$ cat src/rtl/tco_pkg.sv
// register map, field layout and reset values of the timer/counter
package tco_pkg;
  localparam int unsigned DATA_W       = 8;
  localparam int unsigned ADDR_W       = 8;
  // register byte offsets
  localparam logic [7:0]  OFS_CTRL     = 8'h00;
  localparam logic [7:0]  OFS_CMPA     = 8'h04;
  localparam logic [7:0]  OFS_CAPB     = 8'h08;
  localparam logic [7:0]  OFS_COUNT    = 8'h0c;
  localparam logic [7:0]  OFS_STATUS   = 8'h10;
  localparam logic [7:0]  OFS_MASK     = 8'h14;
  // control register fields
  localparam int unsigned CTRL_MODE_LO = 0;
  localparam int unsigned CTRL_EDGE    = 2;
  localparam int unsigned CTRL_CMD     = 3;
  // status / mask fields
  localparam int unsigned ST_W         = 3;
  localparam int unsigned ST_MATCH     = 0;
  localparam int unsigned ST_CAPT      = 1;
  localparam int unsigned ST_OVF       = 2;
  // reset values and the overflow mark
  localparam logic [7:0]  RST_COUNT    = 8'h00;
  localparam logic [7:0]  RST_CMPA     = 8'hff;
  localparam logic [7:0]  RST_CAPB     = 8'h00;
  localparam logic [2:0]  RST_MASK     = 3'h0;
  localparam logic [7:0]  OVF_MARK     = 8'hff;
  // operating modes, gray along timer -> counter -> capture
  typedef enum logic [1:0] {
    TCO_TIMER   = 2'b00,
    TCO_COUNTER = 2'b01,
    TCO_CAPTURE = 2'b11,
    TCO_STOP    = 2'b10
  } tco_mode_e;
endpackage : tco_pkg

$ cat src/rtl/tco_pin_sync.sv
// three-stage pin synchroniser with agreement filter and edge pulses
`timescale 1ns/1ps
`default_nettype none
module tco_pin_sync (
  input  wire logic ref_clk,
  input  wire logic rstn,
  input  wire logic pin,
  output logic      level,
  output logic      rise,
  output logic      fall
);
  typedef struct packed {
    logic s1;
    logic s2;
    logic s3;
    logic lvl;
    logic rise;
    logic fall;
    logic [1:0] fill;
  } tco_sync_s;

  tco_sync_s r;
  tco_sync_s next_r;

  always_comb begin
    next_r      = r;
    next_r.s1   = pin;
    next_r.s2   = r.s1;
    next_r.s3   = r.s2;
    next_r.rise = 1'b0;
    next_r.fall = 1'b0;
    // level follows the pin while the stages fill after reset, so no false edge;
    // afterwards a change counts once stages two and three agree
    if (r.fill != 2'h3) begin
      next_r.fill = r.fill + 2'h1;
      next_r.lvl  = r.s2;
    end else if (r.s2 == r.s3 && r.s3 != r.lvl) begin
      next_r.lvl  = r.s3;
      next_r.rise = r.s3;
      next_r.fall = ~r.s3;
    end
  end

  always_ff @(posedge ref_clk or negedge rstn) begin
    if (!rstn) begin
      r <= '0;
    end else begin
      r <= next_r;
    end
  end

  assign level = r.lvl;
  assign rise  = r.rise;
  assign fall  = r.fall;
endmodule : tco_pin_sync
`default_nettype wire

$ cat src/rtl/tco_timer.sv
// 8-bit timer/counter with compare, two capture registers and apb access
//
// Notes on behaviour
// - timer mode counts clock, clears on compare match
// - counter mode counts one selected pin edge
// - counter match raises interrupt, clears, resumes
// - capture command copies count, then self-clears
// - capture mode counter runs freely from clock
// - primary edge captures to A, clears, interrupts
// - opposite edge captures to B, keeps counting
// - overflow loads FFH into A, interrupts
// - captures halt until A is read
//
// Chosen here: the placing of the registers and the APB register port.
`timescale 1ns/1ps
`default_nettype none
module tco_timer
  import tco_pkg::*;
#(
  parameter int unsigned TICK_DIV = 1
) (
  input  wire logic        ref_clk,
  input  wire logic        rstn,
  input  wire logic        psel,
  input  wire logic        penable,
  input  wire logic        pwrite,
  input  wire logic [31:0] paddr,
  input  wire logic [31:0] pwdata,
  output logic      [31:0] prdata,
  output logic             pready,
  output logic             pslverr,
  input  wire logic        count_input_pin,
  output logic             irq
);
  localparam int unsigned DIV_W = (TICK_DIV > 1) ? $clog2(TICK_DIV) : 1;

  if (TICK_DIV < 1) begin : g_bad_tick_div
    $error("TICK_DIV must be at least 1");
  end

  typedef struct packed {
    logic [DATA_W-1:0] count;
    logic [DATA_W-1:0] compare_capture_a;
    logic [DATA_W-1:0] capture_b;
    tco_mode_e         mode;
    logic              count_edge_select;
    logic              capture_command_bit;
    logic              armed;
    logic [ST_W-1:0]   status;
    logic [ST_W-1:0]   mask;
    logic [DIV_W-1:0]  div;
    logic              tick;
    logic              pready;
    logic              pslverr;
    logic [31:0]       prdata;
    logic              irq;
  } tco_state_s;

  tco_state_s r;
  tco_state_s next_r;

  logic pin_rise;
  logic pin_fall;
  logic prim_edge;
  logic opp_edge;
  logic acc_done;
  logic wr_done;
  logic rd_done;
  logic [7:0] addr;
  logic [ST_W-1:0] ev;

  tco_pin_sync u_sync (
    .ref_clk (ref_clk),
    .rstn    (rstn),
    .pin     (count_input_pin),
    .level   (),
    .rise    (pin_rise),
    .fall    (pin_fall)
  );

  // edge select 0 makes the rising edge primary
  assign prim_edge = r.count_edge_select ? pin_fall : pin_rise;
  assign opp_edge  = r.count_edge_select ? pin_rise : pin_fall;
  assign acc_done  = psel & penable & r.pready;
  assign wr_done   = acc_done & pwrite;
  assign rd_done   = acc_done & ~pwrite;
  assign addr      = paddr[7:0];

  always_comb begin
    next_r      = r;
    ev          = '0;
    next_r.tick = 1'b0;
    if (r.div == DIV_W'(TICK_DIV - 1)) begin
      next_r.div  = '0;
      next_r.tick = 1'b1;
    end else begin
      next_r.div = r.div + 1'b1;
    end

    case (r.mode)
      TCO_TIMER: begin
        if (r.tick) begin
          if (r.count == r.compare_capture_a) begin
            next_r.count = '0;
            ev[ST_MATCH] = 1'b1;
          end else begin
            next_r.count = r.count + 1'b1;
          end
        end
      end
      TCO_COUNTER: begin
        if (prim_edge) begin
          if (r.count == r.compare_capture_a) begin
            next_r.count = '0;
            ev[ST_MATCH] = 1'b1;
          end else begin
            next_r.count = r.count + 1'b1;
          end
        end
      end
      TCO_CAPTURE: begin
        if (r.tick) begin
          next_r.count = r.count + 1'b1;
        end
        if (r.armed) begin
          if (prim_edge) begin
            next_r.compare_capture_a = r.count;
            next_r.count             = '0;
            next_r.armed             = 1'b0;
            ev[ST_CAPT]              = 1'b1;
          end else if (r.tick && r.count == OVF_MARK) begin
            next_r.compare_capture_a = OVF_MARK;
            next_r.armed             = 1'b0;
            ev[ST_OVF]               = 1'b1;
          end
          if (opp_edge) begin
            next_r.capture_b = r.count;
          end
        end
      end
      default: begin
      end
    endcase

    // command capture waits one cycle after the write, then self-clears
    if (r.capture_command_bit) begin
      next_r.capture_b           = r.count;
      next_r.capture_command_bit = 1'b0;
    end

    // apb slave: one wait state, effects at the completing edge
    next_r.pready  = 1'b0;
    next_r.pslverr = 1'b0;
    if (psel && penable && !r.pready) begin
      next_r.pready = 1'b1;
      next_r.prdata = '0;
      if (addr == OFS_CTRL) begin
        next_r.prdata[CTRL_MODE_LO +: 2] = r.mode;
        next_r.prdata[CTRL_EDGE]         = r.count_edge_select;
        next_r.prdata[CTRL_CMD]          = r.capture_command_bit;
      end else if (addr == OFS_CMPA) begin
        next_r.prdata[DATA_W-1:0] = r.compare_capture_a;
      end else if (addr == OFS_CAPB) begin
        next_r.prdata[DATA_W-1:0] = r.capture_b;
      end else if (addr == OFS_COUNT) begin
        next_r.prdata[DATA_W-1:0] = r.count;
      end else if (addr == OFS_STATUS) begin
        next_r.prdata[ST_W-1:0] = r.status;
      end else if (addr == OFS_MASK) begin
        next_r.prdata[ST_W-1:0] = r.mask;
      end else begin
        next_r.pslverr = 1'b1;
      end
    end

    if (wr_done) begin
      if (addr == OFS_CTRL) begin
        next_r.mode              = tco_mode_e'(pwdata[CTRL_MODE_LO +: 2]);
        next_r.count_edge_select = pwdata[CTRL_EDGE];
        // command only honoured in timer and counter modes
        if (pwdata[CTRL_CMD] && (r.mode == TCO_TIMER || r.mode == TCO_COUNTER)) begin
          next_r.capture_command_bit = 1'b1;
        end
      end else if (addr == OFS_CMPA) begin
        next_r.compare_capture_a = pwdata[DATA_W-1:0];
      end else if (addr == OFS_MASK) begin
        next_r.mask = pwdata[ST_W-1:0];
      end
    end
    if (rd_done && addr == OFS_CMPA) begin
      next_r.armed = 1'b1;
    end

    // a read clears only the bits it returned, and a same-cycle event wins
    if (rd_done && addr == OFS_STATUS) begin
      next_r.status = (r.status & ~r.prdata[ST_W-1:0]) | ev;
    end else begin
      next_r.status = r.status | ev;
    end
    next_r.irq = |(next_r.status & next_r.mask);
  end

  always_ff @(posedge ref_clk or negedge rstn) begin
    if (!rstn) begin
      r                     <= '0;
      r.count               <= RST_COUNT;
      r.compare_capture_a   <= RST_CMPA;
      r.capture_b           <= RST_CAPB;
      r.mode                <= TCO_TIMER;
      r.capture_command_bit <= 1'b0;
      r.armed               <= 1'b1;
      r.mask                <= RST_MASK;
    end else begin
      r <= next_r;
    end
  end

  assign prdata  = r.prdata;
  assign pready  = r.pready;
  assign pslverr = r.pslverr;
  assign irq     = r.irq;

  logic wr_cmpa;
  assign wr_cmpa = wr_done && addr == OFS_CMPA;
endmodule : tco_timer
`default_nettype wire

$ cat config.mk
export PLATFORM = sky130hd
export DESIGN_NAME = tco_timer
export DESIGN_NICKNAME = d
export VERILOG_FILES = /design/src/rtl/tco_pkg.sv /design/src/rtl/tco_pin_sync.sv /design/src/rtl/tco_timer.sv
export SDC_FILE = /design/constraint.sdc
export NUM_CORES = 1
export LEC_CHECK = 0
export BUFFER_PORTS_ARGS = -buffer_cell sky130_fd_sc_hd__buf_2
export CORE_ASPECT_RATIO = 1.75
export CORE_MARGIN = 10
export CORE_UTILIZATION = 50
export CTS_BUF_LIST = sky130_fd_sc_hd__clkbuf_2
export DETAILED_ROUTE_END_ITERATION = 6
export MAX_ROUTING_LAYER = met4
export PLACE_DENSITY = 0.81
export RECOVER_POWER = 25
export SLEW_MARGIN = 10
export SYNTH_ARGS = -nofsm -noshare
export SYNTH_HDL_FRONTEND = slang
export SYNTH_SLANG_ARGS = --single-unit
$ cat constraint.sdc
create_clock -name ref_clk -period 2.1 [get_ports ref_clk]
set_clock_uncertainty 0.05 [all_clocks]
set_input_delay 0.42 -clock ref_clk [delete_from_list [all_inputs] [get_ports ref_clk]]
set_output_delay 0.42 -clock ref_clk [all_outputs]
set_load 0.01 [all_outputs]
==> impl_metrics.csv, run 1 <==
group,metric,value,unit
sta,finalSetupViolCount,0,
sta,fin_setup_tns,0,ns
synthesis,netlist_area,3220,um2
synthesis,synth_top_cell_by_area,"dfrtp_1",
floorplanning,die_area,10200,um2
sta,fin_crit_sh,95.2,%
synthesis,seq_area_frac_synth,43.1,%
grt,grt_pass1_wl,12500,um
clock_tree,cts-buffers-inserted,5,
final_layout,nFillCells,562,
critical_path,arrival,2.34,ns
pwr,power,1.82,mW
pwr,ir_drop,0.334,mV
routing,route.vias.total,2575,
placement,port-buffer-count,32,
synthesis,synthArstFlopShare,100,%
critical_path,crit_path_end_kind,"register",
clock_tree,clock_sink_count,55,
synthesis,avgSynthCellArea,9.81,um2
final_layout,post-route-util,57.3,%
grt,grtUsageTotal,15.7,%
synthesis,netlist_instances,328,
final_layout,antennaDiodeCount,0,
routing,viasPerCell,5.62,
sta,post-route-min-period,2.00,ns
floorplanning,initial_core_util,51.6,%
synthesis,synth_top_area_share,35.8,%
clock_tree,path_clk_slew,0.26,ns
routing,wirelength,7730,um
routing,antenna_left,0,
final_layout,area_delta_synth_final,10.9,%
floorplanning,core,6230,um2
routing,drt-pass1-iter-count,4,
outcome,status,"complete, no violations",
synthesis,synth_enable_flop_cells,0,
pwr,p_leak,1.71,nW
grt,grt_antenna_before_repair,0,
sta,fmax,500,MHz
sta,slew_violations,0,
sta,worstMarginPinSlew,1.11,ns
min_path,hold_class,"input pin to register",
clock_tree,root_buffer,"clkbuf_2",
final_layout,drive_gt1_share,28.8,%
sta,hold_viol,0,
placement,dp_hpwl,6160,um
routing,drt_iter0_drc,206,
routing,drt-wirelength-per-cell,16.9,um
pwr,cellPowerDensity,511,nW/um2
final_layout,layout.nets,452,
synthesis,ys.flop_type,"dfrtp_1",
floorplanning,fp.dieW,80.6,um
job,drv_cap,0,
floorplanning,row_count,38,
synthesis,ys_types,57,
clock_tree,clk_latency,0.47,ns
critical_path,path_class,"register to register",
floorplanning,dieHeight,126,um
sta,relSlewSlack,26.2,%
critical_path,cp_data_required_time,2.44,ns
clock_tree,clockBufferDepth,2,
synthesis,ys_ff_latch,55,
grt,grt_max_degree,21,
grt,grt_pass1_vias,2592,
critical_path,path_max_fanout,5,
placement,place_congestion,0.900,
critical_path,start_kind,"register",
floorplanning,pin_count,105,
synthesis,synth_area_leaders,"dfrtp_1 36%, buf_4 7.7%, dfstp_2 7.4%",
synthesis,synth_warnings,0,
clock_tree,htree_levels,2,
routing,drc_errors,0,
clock_tree,cts_tree,"yes",
grt,gr-total-overflow,0,
-- layout make-up --
cell class / instances / area [um2] / area share, %
Timing Repair Buffer: 66 / 429 / 12.0
Clock inverter: 2 / 8.76 / 0.245
Inverter: 16 / 60.1 / 1.68
Clock buffer: 6 / 30.0 / 0.842
Multi-Input combinational cell: 233 / 1550 / 43.5
Sequential cell: 55 / 1390 / 38.9
Tap cell: 80 / 100 / 2.81
-- flip-flops by register name, summed over array words and instances, names as in the netlist --
register       cells
pready             1
prdata             8
r                 36
u_sync.r           3
u_sync.level       1
u_sync.fall        1
u_sync.rise        1
pslverr            1
u_sync.next_r      2
irq                1
-- routing by layer --
metal	wire [um]	up-vias	part of all wire [%]	GRT usage, %
met1	2760	1266	36	15.9
met3	496	16	6.4	3.06
li1	-	1202	-	-
met4	214	0	2.8	7.08
met2	4260	91	55	27.8
met5	0	-	0	-
-- stage by stage --
stage                     hold slack, ns  instances  area, um2  setup slack, ns
final                             0.0627        458       3570            0.100
after global placement             0.290        446       3490           -0.166
after detailed placement           0.295        446       3490           -0.184
after global routing              0.0276        458       3570         -0.00772
after CTS                         0.0619        456       3550           0.0895
after floorplan                   0.0744        351       3300           0.0282
-- synth_stat cells, types with 3 or more instances --
| cell type | instances |
|---|---|
| mux2i_1 | 6 |
| buf_4 | 33 |
| a22oi_1 | 6 |
| inv_1 | 16 |
| nand3_1 | 5 |
| dfstp_2 | 9 |
| o21ai_1 | 18 |
| o31ai_1 | 3 |
| mux2_2 | 15 |
| nor4_2 | 3 |
| nand2_1 | 42 |
| o221ai_1 | 8 |
| nor2_1 | 14 |
| o21ai_0 | 8 |
| ha_1 | 5 |
| and3_1 | 3 |
| xor2_1 | 8 |
| buf_2 | 8 |
| a21oi_1 | 6 |
| clkbuf_1 | 5 |
| nand2b_1 | 3 |
| a211oi_1 | 3 |
| nand4_1 | 8 |
| dfrtp_1 | 46 |
| nor2b_1 | 5 |
-- path summary, 6_finish.rpt --
check	endpoint	startpoint	slack [ns]	cells after the start
max	r[71]$_DFFE_PN0P_	r[46]$_DFFE_PN0P_	0.10	7
min	r[60]$_DFF_PN1_	pwdata[4]	0.06	3
max reg2reg	r[71]$_DFFE_PN0P_	r[46]$_DFFE_PN0P_	0.10	7
min reg2reg	u_sync.next_r[5]$_DFF_PN0_	u_sync.next_r[6]$_DFF_PN0_	0.34	0
max in group asynchronous	r[60]$_DFF_PN1_	rstn	0.34	3
min in group asynchronous	r[49]$_DFFE_PN0P_	rstn	0.59	2
-- critical path, stage by stage (launching register included) --
cell	delay, ns
dfrtp_1	0.45
inv_1	0.06
ha_1	0.28
nor2b_1	0.13
a221o_1	0.30
or2_1	0.32
a211oi_1	0.22
o22ai_1	0.11
-- layout by cell type, fill, tap and decap left out, types with 3 or more instances in the layout --
cell | netlist | routed
o21ai_0 | 8 | 8
o21ai_1 | 18 | 18
nor2_1 | 14 | 14
nor4_2 | 3 | 3
nand4_1 | 8 | 8
o221ai_1 | 8 | 8
a21oi_1 | 6 | 6
mux2_2 | 15 | 15
ha_1 | 5 | 5
a211oi_1 | 3 | 3
mux2i_1 | 6 | 6
dfrtp_1 | 46 | 46
nand3_1 | 5 | 5
nand2_1 | 42 | 42
and3_1 | 3 | 3
a22oi_1 | 6 | 6
clkbuf_2 | 0 | 7
o31ai_1 | 3 | 3
dfstp_2 | 9 | 9
xor2_1 | 8 | 8
conb_1 | 2 | 25
buf_4 | 33 | 30
inv_1 | 16 | 16
nor2b_1 | 5 | 5
nand2b_1 | 3 | 3
buf_2 | 8 | 31
-- where the power goes --
group          switching (mW)  leakage (nW)  total, mW  internal, mW
clock                   0.329        0.0304      0.411        0.0816
sequential             0.0247         0.703       1.11          1.09
combinational           0.186         0.973      0.303         0.116
total                   0.540          1.71       1.82          1.28
-- repair_timing --
| item | 4_1_cts | 5_1_grt |
|---|---|---|
| setup buffers | 0 | 2 |
| hold buffers | 2 | 0 |
| setup endpoints to repair | 0 | 2 |
| gates resized for setup | 0 | 1 |
| hold endpoints to repair | 18 | 0 |
-- cell families after synthesis --
kind of cell / after synthesis / synth area share, %
flops: 55 / 43.1
mux: 24 / 8.98
xor+xnor: 9 / 2.45
other cells: 2 / 0.233
fa+ha+maj: 5 / 1.94
buf+inv: 63 / 11.5
simple gates: 99 / 16.8
compound gates: 71 / 14.9
No activity file was read; power rests on OpenSTA's default activity.
==> inputs of run 2 (changes only) <==
CORE_UTILIZATION = 48   (was 50)
PLACE_DENSITY = 0.78   (was 0.81)
TNS_END_PERCENT = 30   (was unset)
clock period = 2.3 ns   (was 2.1 ns; I/O delays follow)
==> impl_metrics.csv, run 2 (synthesis gave the netlist of run 1 again) <==
group,metric,value,unit
sta,post-route-min-period,2.09,ns
job,drv_cap,1,
floorplanning,pin_count,105,
critical_path,crit_path_end_kind,"register",
floorplanning,dieHeight,128,um
grt,grtUsageTotal,15.0,%
routing,wirelength,7430,um
grt,gr-total-overflow,0,
critical_path,arrival,2.41,ns
routing,drt-pass1-iter-count,4,
clock_tree,cts_tree,"yes",
final_layout,largest_register_ffs,36,
final_layout,drive_gt1_share,25.9,%
final_layout,layout.nets,437,
routing,drt-wirelength-per-cell,16.7,um
critical_path,path_max_fanout,10,
clock_tree,clockBufferDepth,2,
pwr,p_leak,1.64,nW
critical_path,cp_cell_sequence,"xor2_1 > nor4_2 > nand3b_1 > a31oi_1 > o22ai_1",
routing,antenna_left,0,
final_layout,final_cells,445,
placement,place_congestion,0.935,
sta,slew_violations,31,
sta,relSlewSlack,-6.75,%
sta,finalSetupViolCount,0,
final_layout,antennaDiodeCount,0,
grt,grt_antenna_before_repair,0,
routing,drc_errors,0,
pwr,cellPowerDensity,539,nW/um2
final_layout,final_common_cell,"dfrtp_1",
critical_path,path_class,"register to register",
clock_tree,post_cts_resized,0,
final_layout,area_delta_synth_final,8.28,%
outcome,violations,"capacitance limit, slew limit",
clock_tree,post_cts.repair.setup_buffers,0,
critical_path,start_kind,"register",
placement,dp_hpwl,5950,um
floorplanning,fp.dieW,81.9,um
clock_tree,path_clk_slew,0.28,ns
floorplanning,row_count,39,
grt,grt_pass1_vias,2423,
sta,rsz0062_at_grt,"false",
clock_tree,cts-buffers-inserted,5,
clock_tree,clk_latency,0.47,ns
routing,viasPerCell,5.64,
sta,worstMarginPinSlew,1.60,ns
clock_tree,htree_levels,2,
clock_tree,clock_sink_count,55,
sta,fin_crit_sh,90.7,%
grt,grt_pass1_wl,12000,um
pwr,power,1.88,mW
outcome,status,"complete, but fails checks",
final_layout,post-route-util,53.3,%
pwr,ir_drop,0.308,mV
routing,route.vias.total,2510,
sta,fin_setup_tns,0,ns
final_layout,largest-register,"r",
sta,hold_slack,0.0619,ns
floorplanning,initial_core_util,49.2,%
grt,grt_max_degree,31,
critical_path,critical-path-max-stage-delay,0.59,ns
sta,fmax,479,MHz
critical_path,slowest_stage,"dfrtp_1",
sta,hold_viol,0,
placement,dp.cells,436,
floorplanning,die_area,10500,um2
final_layout,layout_common_cells,"46 x dfrtp_1, 42 x nand2_1, 32 x buf_2, 25 x conb_1, 18 x o21ai_1",
floorplanning,core,6540,um2
critical_path,cp_data_required_time,2.63,ns
routing,drt_iter0_drc,181,
clock_tree,root_buffer,"clkbuf_2",
placement,port-buffer-count,32,
min_path,hold_class,"input pin to register",
-- run 2: power breakdown --
group / switching [mW] / internal, mW
Combinational: 0.157 / 0.0841
Sequential: 0.0288 / 0.991
Clock: 0.319 / 0.296
Total: 0.505 / 1.37
-- run 2: final cells by class --
cell class              instances  area, um2
repair buffers                 51        298
inverters                      16       60.1
multi-input cells             233       1550
clock buffers                   6       30.0
flip-flops and latches         55       1390
clock inverters                 2       60.1
well taps                      82        103
fillers                       616       3060
-- run 2: timing repair --
item | in CTS | in global routing
endpoints found under the setup margin | 0 | 0
hold buffers | 1 | 0
endpoints found under the hold margin | 46 | 0
-- run 2: per-layer routing --
metal	wire length, um	track usage, %	vias up
met2	4140	27.1	90
met4	193	6.04	0
li1	-	-	1183
met1	2640	15.0	1221
met3	461	2.81	16
met5	0	-	-
-- run 2: worst paths after layout --
check / from / end / slack (ns) / cells after the start
worst max-delay path: r[64]$_DFFE_PN0P_ / r[70]$_DFFE_PN0P_ / 0.21 / 5
worst min-delay path: count_input_pin / u_sync.next_r[6]$_DFF_PN0_ / 0.06 / 1
worst max register to register: r[64]$_DFFE_PN0P_ / r[70]$_DFFE_PN0P_ / 0.21 / 5
worst min register to register: u_sync.next_r[6]$_DFF_PN0_ / u_sync.next_r[5]$_DFF_PN0_ / 0.34 / 0
max in group asynchronous: rstn / u_sync.rise$_DFF_PN0_ / 0.32 / 3
min in group asynchronous: rstn / prdata[2]$_DFFE_PN0P_ / 0.83 / 3
-- run 2: metrics by stage --
step | area, um2 | setup WS [ns]
2_1_floorplan | 3300 | 0.188
3_3_place_gp | 3390 | -0.0148
3_5_place_dp | 3390 | -0.0288
4_1_cts | 3490 | 0.201
5_1_grt | 3480 | 0.0213
6_report | 3480 | 0.214
-- run 2: critical path, delay by kind of cell, from the launching register on --
| family | cells | cell delay [ns] |
|---|---|---|
| AO/OA/AOI/OAI | 2 | 0.35 |
| XOR/XNOR | 1 | 0.25 |
| AND/OR/NAND/NOR | 2 | 0.77 |
| flip-flops | 1 | 0.59 |
==> inputs of run 3 (changes only) <==
CORE_UTILIZATION = 40   (was 48)
PLACE_DENSITY = 0.67   (was 0.78)
==> impl_metrics.csv, run 3 (synthesis gave the netlist of run 1 again) <==
group,metric,value,unit
outcome,status,"complete, no violations",
floorplanning,fp.dieW,87.8,um
sta,setup_ws,0.164,ns
final_layout,largest-register,"r",
clock_tree,cts-buffers-inserted,5,
clock_tree,post_cts_resized,0,
pwr,cellPowerDensity,478,nW/um2
grt,gr-total-overflow,0,
final_layout,final_common_cell,"dfrtp_1",
sta,fin_crit_sh,92.9,%
routing,antenna_left,0,
job,drv_cap,0,
clock_tree,clock_sink_count,55,
critical_path,path_class,"register to register",
floorplanning,core,7910,um2
routing,viasPerCell,5.39,
critical_path,cp_data_required_time,2.61,ns
pwr,p_leak,1.62,nW
critical_path,r2r_end,"r[70]$_DFFE_PN0P_",
sta,fmax,468,MHz
grt,grtUsageTotal,13.1,%
final_layout,drive_gt1_share,25.8,%
critical_path,timing.rr.start,"r[47]$_DFFE_PN0P_",
critical_path,path_max_fanout,7,
pwr,power,1.65,mW
sta,slew_violations,0,
final_layout,largest_register_ffs,36,
critical_path,rr_worst_depth,7,
grt,grt_pass1_wl,12400,um
floorplanning,row_count,43,
sta,worstMarginPinSlew,0.670,ns
sta,relSlewSlack,55.4,%
placement,dp_hpwl,5950,um
pwr,power_frac_seq,61.8,%
pwr,p_int,1.15,mW
sta,finalSetupViolCount,0,
grt,grt_pass1_vias,2435,
critical_path,start_kind,"register",
min_path,hold_class,"input pin to register",
final_layout,area_delta_synth_final,7.23,%
critical_path,cp-startpoint,"r[47]$_DFFE_PN0P_",
floorplanning,initial_core_util,40.7,%
pwr,comb_power_share,14.5,%
sta,rsz0062_at_grt,"false",
routing,drt-pass1-iter-count,4,
final_layout,layout_common_cells,"46 x dfrtp_1, 42 x nand2_1, 31 x buf_2, 25 x conb_1, 18 x o21ai_1",
clock_tree,path_clk_slew,0.29,ns
critical_path,crit_path_end,"r[70]$_DFFE_PN0P_",
placement,place_ws,-0.00369,ns
clock_tree,htree_levels,2,
routing,drt_iter0_drc,319,
critical_path,ff2ff_setup_slack,0.16,ns
floorplanning,die_area,12200,um2
floorplanning,dieHeight,139,um
placement,place_congestion,0.924,
clock_tree,clk_latency,0.49,ns
routing,drt-wirelength-per-cell,16.6,um
clock_tree,clockBufferDepth,2,
pwr,p_clk_share,23.7,%
sta,post-route-min-period,2.14,ns
floorplanning,pin_count,105,
clock_tree,cts_tree,"yes",
clock_tree,root_buffer,"clkbuf_2",
sta,hold_viol,0,
final_layout,layout.nets,435,
critical_path,crit_path_end_kind,"register",
placement,port-buffer-count,32,
pwr,p_sw,0.497,mW
routing,drc_errors,0,
clock_tree,postCtsHoldBufs,1,
critical_path,arrival,2.45,ns
grt,grt_max_degree,23,
clock_tree,post_cts.repair.setup_buffers,0,
grt,grt_antenna_before_repair,1,
routing,route.vias.total,2438,
routing,wirelength,7500,um
pwr,p_sw_share,30.1,%
pwr,ir_drop,0.341,mV
## run 3: changes by cell type in the layout (fill, tap and decap cells not counted)
cell	change
clkbuf_2	+1
bufinv_16	-2
buf_2	-1
buf_12	+1
diode_2	+1
clkbuf_1	-1
clkinv_2	+1
clkinvlp_4	+1
buf_4	-2
## run 3: worst min path at each step
stage,slack [ns],to,from,cells after the start
6_report,0.03,u_sync.next_r[6]$_DFF_PN0_,count_input_pin,1
5_1_grt,0.005,u_sync.next_r[6]$_DFF_PN0_,count_input_pin,1
4_1_cts,0.006,u_sync.next_r[6]$_DFF_PN0_,count_input_pin,1
3_5_place_dp,0.29,u_sync.next_r[5]$_DFF_PN0_,u_sync.next_r[6]$_DFF_PN0_,0
3_3_place_gp,0.29,u_sync.next_r[5]$_DFF_PN0_,u_sync.next_r[6]$_DFF_PN0_,0
2_1_floorplan,0.11,irq$_DFF_PN0_,rstn,0
## run 3: layout make-up
class / instances / area [um2]
inverter: 16 / 60.1
sequential: 55 / 1390
clock inverter: 2 / 12.5
antenna: 1 / 2.50
fill: 760 / 4460
tap: 90 / 113
clock buffer: 6 / 30.0
multi-input combinational: 233 / 1550
timing repair buffer: 49 / 299
## run 3: critical path: stages (launching register included)
cell     delay, ns
dfrtp_1       0.51
inv_1         0.09
ha_1          0.26
nor2b_1       0.13
a221o_1       0.36
or2_1         0.34
a31oi_1       0.18
o22ai_1       0.10
## run 3: per-stage QoR
step | setup TNS (ns) | utilization (%) | instances | hold slack [ns] | cell area, um2
floorplan | 0 | - | 351 | 0.114 | 3300
global placement | 0 | 43.0 | 442 | 0.288 | 3400
detailed placement | -0.00369 | 43.0 | 442 | 0.289 | 3400
CTS | 0 | 43.6 | 451 | 0.00562 | 3450
global route | 0 | 43.6 | 452 | 0.00457 | 3450
finish | 0 | 43.6 | 452 | 0.0268 | 3450
## run 3: per-layer routing
layer | global-route usage (%) | share of wire, % | up-vias
li1 | - | - | 1177
met1 | 13.5 | 36 | 1163
met2 | 22.7 | 54 | 79
met3 | 2.53 | 6.3 | 19
met4 | 6.07 | 3.7 | 0
met5 | - | 0 | -
## run 3: power groups by stage
stage | Sequential, mW | Combinational, mW | Clock (mW)
finish | 1.02 | 0.240 | 0.391
global route | 1.02 | 0.269 | 0.440
CTS | 1.02 | 0.240 | 0.408
detailed placement | 1.03 | 0.238 | 0
global placement | 1.03 | 0.234 | 0
floorplan | 1.02 | 0.195 | 0
